[config.mk]
export PLATFORM = sky130hd
export DESIGN_NAME = cisfw_sequencer
export DESIGN_NICKNAME = d
export VERILOG_FILES = /design/src/include/cisfw_pkg.sv /design/src/logic/cisfw_sequencer.sv
export SDC_FILE = /design/constraint.sdc
export NUM_CORES = 1
export LEC_CHECK = 0
export BUFFER_PORTS_ARGS = -buffer_cell sky130_fd_sc_hd__buf_2
export CAP_MARGIN = 20
export CORE_UTILIZATION = 48
export CTS_CLUSTER_DIAMETER = 100
export CTS_CLUSTER_SIZE = 16
export DETAILED_ROUTE_END_ITERATION = 10
export PLACE_DENSITY = 0.86
export SKIP_CTS_REPAIR_TIMING = 1
export SYNTH_ARGS = -nofsm -noshare
export SYNTH_HDL_FRONTEND = slang
export SYNTH_SLANG_ARGS = --single-unit
[constraint.sdc]
create_clock -name I_SYS_CLK -period 3.06 [get_ports I_SYS_CLK]
set_input_delay 0.153 -clock I_SYS_CLK [delete_from_list [all_inputs] [get_ports I_SYS_CLK]]
set_output_delay 0.153 -clock I_SYS_CLK [all_outputs]
set_load 0.02 [all_outputs]
[src/include/cisfw_pkg.sv]
// Purpose: shared constants and types of the enable, shutdown and firmware-activation sequencer
// Assumes: one 25 MHz controller clock
// Notes: all timing counts derive from a time in ns and the clock period
package cisfw_pkg;
  // ----------------------------------------------------------------
  // timing
  // ----------------------------------------------------------------
  localparam int CLK_PERIOD_NS = 40;
  localparam int CTRL_RESET_NS = 1000;
  localparam int NORMAL_SHUT_NS = 2000;
  localparam int ABRUPT_SHUT_NS = 400;
  // least times, rounded up to whole cycles
  localparam int CTRL_RESET_CYC = (CTRL_RESET_NS + CLK_PERIOD_NS - 1) / CLK_PERIOD_NS;
  localparam int NORMAL_SHUT_CYC = (NORMAL_SHUT_NS + CLK_PERIOD_NS - 1) / CLK_PERIOD_NS;
  localparam int ABRUPT_SHUT_CYC = (ABRUPT_SHUT_NS + CLK_PERIOD_NS - 1) / CLK_PERIOD_NS;
  localparam int CNT_W = 8;

  // ----------------------------------------------------------------
  // shutdown encodings
  // ----------------------------------------------------------------
  localparam logic [1:0] SHN_NONE = 2'h0;
  localparam logic [1:0] SHN_NORMAL = 2'h1;
  localparam logic [1:0] SHN_ABRUPT = 2'h2;
  localparam logic [1:0] SHST_IDLE = 2'h0;
  localparam logic [1:0] SHST_BUSY = 2'h1;
  localparam logic [1:0] SHST_DONE = 2'h2;

  // ----------------------------------------------------------------
  // command completion status and reset values
  // ----------------------------------------------------------------
  localparam logic [1:0] CST_OK = 2'h0;
  localparam logic [1:0] CST_BAD_IMAGE = 2'h1;
  localparam logic [1:0] CST_BAD_SLOT = 2'h2;
  localparam logic [2:0] BOOT_SLOT = 3'h1;
  localparam logic [7:0] SLOT_OK_RESET = 8'h02;

  typedef enum logic [2:0] {
    ST_RESET = 3'h0,
    ST_LOAD = 3'h1,
    ST_IDLE = 3'h2,
    ST_READY = 3'h3,
    ST_SHUT = 3'h4,
    ST_HALT = 3'h5
  } cisfw_state_e;

  typedef enum logic [1:0] {
    OP_DOWNLOAD = 2'h0,
    OP_ACTIVATE = 2'h1,
    OP_DEL_SQ = 2'h2,
    OP_OTHER = 2'h3
  } cisfw_op_e;
endpackage

[src/logic/cisfw_sequencer.sv]
// Purpose: controller enable/ready, shutdown and firmware download/activate sequencing
// Assumes: inputs synchronous to I_SYS_CLK; host keeps its own ordering duties
// Notes: firmware slot storage and image loading live outside; this block steers them
// Operation
// RL1 - ready low signals earlier reset finished
// RL2 - host sets admin queues before enable
// RL3 - host sets arbitration, page size, command set
// RL4 - enable then ready; commands only when ready
// RL5 - host may send event requests after ready
// RL6 - queue count unchanged across D3 exit
// RL7 - normal shutdown request ends status 10b
// RL8 - abrupt shutdown request ends status 10b
// RL9 - host drains and deletes queues first
// RL10 - queue deletion aborts its outstanding commands
// RL11 - host allows one second for shutdown
// RL12 - host avoids clearing enable to shut down
// RL13 - after shutdown no commands until reset
// RL14 - activate validates latest image, commits slot
// RL15 - image invalid if start, gap, overlap wrong
// RL16 - activated image applies only after reset
// RL17 - load failure reverts image, raises event
// RL18 - reset before activate discards partial image
// RL19 - host commits one image before next
// RL20 - pieces placed by their carried offset
// RL21 - D3 cold mid-activation may keep either
// RL22 - activating earlier slot reapplies its image
// RL23 - enable cleared: reset, then ready low
// RL24 - status not 10b without shutdown request
`timescale 1ns/1ps
module cisfw_sequencer #(
  parameter int NUM_IO_QUEUES = 16,
  parameter int QID_W = 16
) (
  input wire logic I_SYS_CLK,
  input wire logic I_RST,
  input wire logic I_CONTROLLER_ENABLE_BIT,
  input wire logic [1:0] I_SHUTDOWN_NOTIFY_FIELD,
  input wire logic [2:0] I_ARBITRATION_SCHEME_SELECT,
  input wire logic [3:0] I_HOST_PAGE_SIZE_FIELD,
  input wire logic [2:0] I_COMMAND_SET_SELECT,
  input wire logic I_FUNC_RESET,
  input wire logic I_CMD_VALID,
  input wire logic [1:0] I_CMD_OPCODE,
  input wire logic [31:0] I_DL_OFFSET,
  input wire logic [31:0] I_DL_LENGTH,
  input wire logic [2:0] I_ACT_SLOT,
  input wire logic [QID_W-1:0] I_CMD_QID,
  input wire logic I_FW_LOAD_DONE,
  input wire logic I_FW_LOAD_OK,
  output logic O_CONTROLLER_READY_FLAG,
  output logic [1:0] O_SHUTDOWN_STATUS_FIELD,
  output logic O_CMD_ACCEPT,
  output logic O_CMD_DONE,
  output logic [1:0] O_CMD_STATUS,
  output logic O_SQ_ABORT,
  output logic [QID_W-1:0] O_ABORT_QID,
  output logic [2:0] O_ARBITRATION_SCHEME_SELECT,
  output logic [3:0] O_HOST_PAGE_SIZE_FIELD,
  output logic [2:0] O_COMMAND_SET_SELECT,
  output logic O_FW_LOAD_REQ,
  output logic [2:0] O_FW_LOAD_SLOT,
  output logic [2:0] O_ACTIVE_SLOT,
  output logic O_FW_LOAD_ERROR_EVT,
  output logic [15:0] O_NUM_IO_QUEUES
);
  // ----------------------------------------------------------------
  // state
  // ----------------------------------------------------------------
  cisfw_pkg::cisfw_state_e state, next_state;
  logic [cisfw_pkg::CNT_W-1:0] cnt, next_cnt;
  logic ready, next_ready;
  logic [1:0] shst, next_shst;
  logic [31:0] expect_off, next_expect_off;
  logic dl_any, next_dl_any;
  logic dl_bad, next_dl_bad;
  logic [7:0] slot_ok, next_slot_ok;
  logic [2:0] active_slot, next_active_slot;
  logic apply_pend, next_apply_pend;
  logic [2:0] pend_slot, next_pend_slot;
  logic done, next_done;
  logic [1:0] status, next_status;
  logic abort, next_abort;
  logic [QID_W-1:0] abort_qid, next_abort_qid;
  logic [2:0] ams, next_ams;
  logic [3:0] mps, next_mps;
  logic [2:0] css, next_css;
  logic load_err, next_load_err;
  logic take;

  assign take = I_CMD_VALID && (state == cisfw_pkg::ST_READY);

  // ----------------------------------------------------------------
  // next values
  // ----------------------------------------------------------------
  always_comb begin
    next_state = state;
    next_cnt = cnt;
    next_ready = ready;
    next_shst = shst;
    next_expect_off = expect_off;
    next_dl_any = dl_any;
    next_dl_bad = dl_bad;
    next_slot_ok = slot_ok;
    next_active_slot = active_slot;
    next_apply_pend = apply_pend;
    next_pend_slot = pend_slot;
    next_done = 1'b0;
    next_status = status;
    next_abort = 1'b0;
    next_abort_qid = abort_qid;
    next_ams = ams;
    next_mps = mps;
    next_css = css;
    next_load_err = 1'b0;
    case (state)
      cisfw_pkg::ST_RESET: begin
        if (cnt == '0) begin
          next_ready = 1'b0; // RL23 RL1
          // a committed image is brought up only here, after a reset
          next_state = apply_pend ? cisfw_pkg::ST_LOAD : cisfw_pkg::ST_IDLE; // RL16
        end else begin
          next_cnt = cnt - 1'b1;
        end
      end
      cisfw_pkg::ST_LOAD: begin
        if (I_FW_LOAD_DONE) begin
          next_apply_pend = 1'b0;
          if (I_FW_LOAD_OK) begin
            next_active_slot = pend_slot;
          end else begin
            // previous image stays active
            next_load_err = 1'b1; // RL17
          end
          next_state = cisfw_pkg::ST_IDLE;
        end
      end
      cisfw_pkg::ST_IDLE: begin
        if (I_CONTROLLER_ENABLE_BIT) begin
          next_ams = I_ARBITRATION_SCHEME_SELECT; // RL3
          next_mps = I_HOST_PAGE_SIZE_FIELD;
          next_css = I_COMMAND_SET_SELECT;
          next_ready = 1'b1; // RL4
          next_state = cisfw_pkg::ST_READY;
        end
      end
      cisfw_pkg::ST_READY: begin
        if (I_SHUTDOWN_NOTIFY_FIELD != cisfw_pkg::SHN_NONE) begin
          next_shst = cisfw_pkg::SHST_BUSY;
          next_state = cisfw_pkg::ST_SHUT;
          // abrupt skips the orderly flush, so it finishes sooner
          if (I_SHUTDOWN_NOTIFY_FIELD == cisfw_pkg::SHN_ABRUPT) begin
            next_cnt = cisfw_pkg::CNT_W'(cisfw_pkg::ABRUPT_SHUT_CYC - 1); // RL8
          end else begin
            next_cnt = cisfw_pkg::CNT_W'(cisfw_pkg::NORMAL_SHUT_CYC - 1); // RL7
          end
        end
      end
      cisfw_pkg::ST_SHUT: begin
        if (cnt == '0) begin
          next_shst = cisfw_pkg::SHST_DONE; // RL7 RL8
          next_state = cisfw_pkg::ST_HALT; // RL13
        end else begin
          next_cnt = cnt - 1'b1;
        end
      end
      cisfw_pkg::ST_HALT: begin
        next_state = cisfw_pkg::ST_HALT; // RL13
      end
      default: begin
        next_state = cisfw_pkg::ST_RESET;
      end
    endcase
    if (take) begin
      next_done = 1'b1;
      next_status = cisfw_pkg::CST_OK;
      case (I_CMD_OPCODE)
        cisfw_pkg::OP_DOWNLOAD: begin
          next_dl_any = 1'b1;
          // pieces must chain from zero with no gap or overlap
          if (I_DL_OFFSET != expect_off) begin
            next_dl_bad = 1'b1; // RL15
          end
          next_expect_off = I_DL_OFFSET + I_DL_LENGTH; // RL20
        end
        cisfw_pkg::OP_ACTIVATE: begin
          if (I_ACT_SLOT == 3'h0) begin
            next_status = cisfw_pkg::CST_BAD_SLOT;
          end else if (dl_any) begin
            if (dl_bad || (expect_off == 32'h0000_0000)) begin
              next_status = cisfw_pkg::CST_BAD_IMAGE; // RL15
            end else begin
              next_slot_ok[I_ACT_SLOT] = 1'b1; // RL14
              next_apply_pend = 1'b1;
              next_pend_slot = I_ACT_SLOT;
            end
            next_dl_any = 1'b0;
            next_dl_bad = 1'b0;
            next_expect_off = 32'h0000_0000;
          end else if (slot_ok[I_ACT_SLOT]) begin
            next_apply_pend = 1'b1; // RL22
            next_pend_slot = I_ACT_SLOT;
          end else begin
            next_status = cisfw_pkg::CST_BAD_SLOT;
          end
        end
        cisfw_pkg::OP_DEL_SQ: begin
          next_abort = 1'b1; // RL10
          next_abort_qid = I_CMD_QID;
        end
        default: begin
          next_status = cisfw_pkg::CST_OK;
        end
      endcase
    end
    // controller reset from enable falling, or a function level reset
    if (I_FUNC_RESET || (!I_CONTROLLER_ENABLE_BIT && (state == cisfw_pkg::ST_READY ||
        state == cisfw_pkg::ST_SHUT || state == cisfw_pkg::ST_HALT))) begin
      next_state = cisfw_pkg::ST_RESET; // RL23 RL13
      next_cnt = cisfw_pkg::CNT_W'(cisfw_pkg::CTRL_RESET_CYC - 1);
      next_shst = cisfw_pkg::SHST_IDLE; // RL24
      next_dl_any = 1'b0; // RL18
      next_dl_bad = 1'b0;
      next_expect_off = 32'h0000_0000;
      next_done = 1'b0;
      next_abort = 1'b0;
    end
  end

  // ----------------------------------------------------------------
  // registers
  // ----------------------------------------------------------------
  always_ff @(posedge I_SYS_CLK or posedge I_RST) begin
    if (I_RST) begin
      state <= cisfw_pkg::ST_RESET;
      cnt <= cisfw_pkg::CNT_W'(cisfw_pkg::CTRL_RESET_CYC - 1);
      ready <= 1'b0;
      shst <= cisfw_pkg::SHST_IDLE;
      expect_off <= 32'h0000_0000;
      dl_any <= 1'b0;
      dl_bad <= 1'b0;
      slot_ok <= cisfw_pkg::SLOT_OK_RESET;
      active_slot <= cisfw_pkg::BOOT_SLOT;
      // power loss mid-activation drops the pending slot
      apply_pend <= 1'b0; // RL21
      pend_slot <= cisfw_pkg::BOOT_SLOT;
      done <= 1'b0;
      status <= cisfw_pkg::CST_OK;
      abort <= 1'b0;
      abort_qid <= '0;
      ams <= 3'h0;
      mps <= 4'h0;
      css <= 3'h0;
      load_err <= 1'b0;
    end else begin
      state <= next_state;
      cnt <= next_cnt;
      ready <= next_ready;
      shst <= next_shst;
      expect_off <= next_expect_off;
      dl_any <= next_dl_any;
      dl_bad <= next_dl_bad;
      slot_ok <= next_slot_ok;
      active_slot <= next_active_slot;
      apply_pend <= next_apply_pend;
      pend_slot <= next_pend_slot;
      done <= next_done;
      status <= next_status;
      abort <= next_abort;
      abort_qid <= next_abort_qid;
      ams <= next_ams;
      mps <= next_mps;
      css <= next_css;
      load_err <= next_load_err;
    end
  end

  assign O_CONTROLLER_READY_FLAG = ready;
  assign O_SHUTDOWN_STATUS_FIELD = shst;
  assign O_CMD_ACCEPT = (state == cisfw_pkg::ST_READY); // RL4 RL13
  assign O_CMD_DONE = done;
  assign O_CMD_STATUS = status;
  assign O_SQ_ABORT = abort;
  assign O_ABORT_QID = abort_qid;
  assign O_ARBITRATION_SCHEME_SELECT = ams;
  assign O_HOST_PAGE_SIZE_FIELD = mps;
  assign O_COMMAND_SET_SELECT = css;
  assign O_FW_LOAD_REQ = (state == cisfw_pkg::ST_LOAD);
  assign O_FW_LOAD_SLOT = pend_slot;
  assign O_ACTIVE_SLOT = active_slot;
  assign O_FW_LOAD_ERROR_EVT = load_err;
  assign O_NUM_IO_QUEUES = 16'(NUM_IO_QUEUES); // RL6
endmodule

==> flow_summary.toml <==
[run_status]
status = "completed"

[timing]
finalHoldViolCount = 0
finalSetupViolCount = 0
fmax_ghz = 0.431
report.final.slew_viol_count = 0
setup_ws_ps = 739
rsz0062_at_grt = "false"
maxSlewHeadroom = 0.445
worst_clock_skew_ps = 4.07
hold-worst-slack_ps = 28.5
finalCritPeriodShare = 0.759
worst_pin_slew_ps = 832
finalCriticalPeriod_ps = 2320
finalSetupTns_ps = 0

[place]
portBuffers = 145
place_inst = 944
hpwl_um = 12000
pre_cts_ws_ps = 563
gp_congestion = 0.956

[global_route]
grt-ovfl-total = 0
grt_pass1_wl_um = 24700
grt_pass1_vias = 5163
grt_max_degree = 51
antenna_found_initial = 1
track_usage = 0.244

[clocking]
htree_levels = 3
clk_pin_slew_ps = 70
clock_latency_ps = 340
cts_tree = "built"
numClockSinks = 93
clockBufferDepth = 2
root_buffer = "clkbuf_16"
cts_made_buffers = 9

[critical_path]
crit_buf_inv = 0
crit_type = "flip-flop to flip-flop"
path_cells = "nor4_1, nand4_1, o21bai_1, a21oi_1, nand2_1, mux2_2"
arrival_ps = 2550
reg2reg_to = "O_FW_LOAD_SLOT[1]"
cp_max_fo = 4
crit_path_end_kind = "flip-flop"
cp_data_required_time_ps = 3290
r2r-start = "expect_off[31]"
r2r.worst_path.cells = 6
slowest_delay_ps = 580
cp-start-kind = "flip-flop"
rrSetupSlack_ps = 740
slowest_stage = "nor4_1"
crit_family = "simple AND/OR/NAND/NOR gates"

[drt]
drc = 0
wire_per_inst_um = 16.2
firstDrtPassIters = 5
postRouteAntennaNets = 0
wl_um = 15600
num_vias = 5356
drtIter0Drc = 454
routed_via_density = 5.56

[yosys]
yosys.area.top_type = "dfrtp_1"
netlist.area_leader.share = 0.367
ys_top_cells_by_area = "dfrtp_1 37%, ha_1 6.9%, mux2_2 5.1%, xor2_1 5.0%, nand2_1 4.7%"
synthDistinctLibCells = 66
yosys_warnings = 0
synth_area_per_cell_sq_um = 9.30
synth_ff_type = "dfrtp_1"
synth-seq-cells = 93
synthCells = 645
ys_seq_area_frac = 0.389
synth_edf_count = 0
ys_async_sr_fraction = 1.00
synth_area_sq_mm = 0.00600

[floorplan]
die_y_um = 114
rows = 40
core_area_sq_mm = 0.0121
dieWidth_um = 114
dieArea_sq_mm = 0.0129
ios = 162
initial_core_util = 0.495

[hold_path]
worstHoldStart = "I_CMD_QID[5]"
min_to = "O_ABORT_QID[5]"
holdPathStages = 2
hp-class = "primary input to flip-flop"

[layout]
final_nets = 927
finalNonFillerCells = 963
drive_gt1_frac = 0.271
mostFrequentLayoutCells = "145 x buf_2, 88 x dfrtp_1, 75 x nand2_1"
area_growth_syn_to_layout_pct = 19.3
final_common_cell = "buf_2"

[pwr]
power_w = 0.00363
leakage_nw = 3.60
powerDensity_mw_per_mm2 = 508
ir_drop_mv = 0.314

[job]
drv_cap = 0
[cells in the mapped netlist, types with 6 or more instances]
master    number
a21o_1        13
buf_4         16
nand2_1       75
nor2b_1        6
mux2_1         6
nand4_1       12
clkbuf_1      15
nor4_1        16
a31oi_1        9
ha_1          33
nor2_1        42
o21ai_1       14
mux2_2        27
nand3_1       10
a21oi_1       48
nor3_1        11
xnor2_1       28
xor2_1        34
dfrtp_1       88
o21ai_0       42
inv_1         16
[flip-flops by register name, summed over array words and instances, names as in the netlist, 2 cells and up]
name                         flops
O_ABORT_QID                     16
O_ACTIVE_SLOT                    3
O_ARBITRATION_SCHEME_SELECT      3
O_CMD_STATUS                     2
O_COMMAND_SET_SELECT             3
O_FW_LOAD_SLOT                   3
O_HOST_PAGE_SIZE_FIELD           4
O_SHUTDOWN_STATUS_FIELD          2
cnt                              8
expect_off                      32
slot_ok                          7
state                            3
[how the worst max path moves through the flow]
stage	from	endpoint	slack, ps	depth (start not counted)
after floorplan	I_RST	O_ABORT_QID[0]	490	1
after detailed placement	I_DL_OFFSET[1]	expect_off[29]	560	10
after global routing	expect_off[31]	O_FW_LOAD_SLOT[1]	630	6
final	expect_off[31]	O_FW_LOAD_SLOT[1]	740	6
after CTS	cnt[0]	state[0]	820	9
after global placement	I_DL_OFFSET[1]	expect_off[29]	590	10
[power by group]
group          total [W]  internal, W  switching [W]
clock network    0.00104     0.000557       0.000485
logic            0.00116     0.000478       0.000678
registers        0.00143      0.00135      0.0000806
total            0.00363      0.00239        0.00124
[stage by stage]
stage	area [sq um]	utilization
3_5_place_dp	6860	0.566
6_report	7150	0.591
2_1_floorplan	6050	-
5_1_grt	7150	0.591
4_1_cts	7130	0.589
3_3_place_gp	6860	0.566
[kinds of logic (layout without fill, tap and decap cells)]
kind of cell             Yosys count  after routing  synth area share
XOR/XNOR                          62             62            0.0905
flip-flops                        93             93             0.389
AO/OA/AOI/OAI                    177            177             0.190
adder cells (fa/ha/maj)           34             34            0.0722
multiplexers                      34             34            0.0636
other                              2             17           0.00125
buffers and inverters             50            185            0.0419
AND/OR/NAND/NOR                  193            193             0.151
[layer usage]
| metal | track usage | wire length (um) | up-vias |
|---|---|---|---|
| li1 | - | - | 2588 |
| met1 | 0.306 | 6660 | 2544 |
| met2 | 0.424 | 7770 | 194 |
| met3 | 0.0531 | 892 | 30 |
| met4 | 0.0658 | 297 | 0 |
| met5 | 0 | 0 | - |
[cell type report]
type,instances,area (sq um)
fillers,1093,4960
diodes,1,2.50
clock inverters,6,43.8
inverters,16,61.3
well taps,168,210
clock buffers,10,229
flip-flops and latches,93,2330
repair buffers,153,803
multi-input cells,516,3470
[worst register-to-register path, stage by stage (launching register included)]
cell and delay [ps]:
dfrtp_1 440, nor4_1 580, nand4_1 200, o21bai_1 330
a21oi_1 130, nand2_1 180, mux2_2 350
Power figures use the tool's default switching activity.
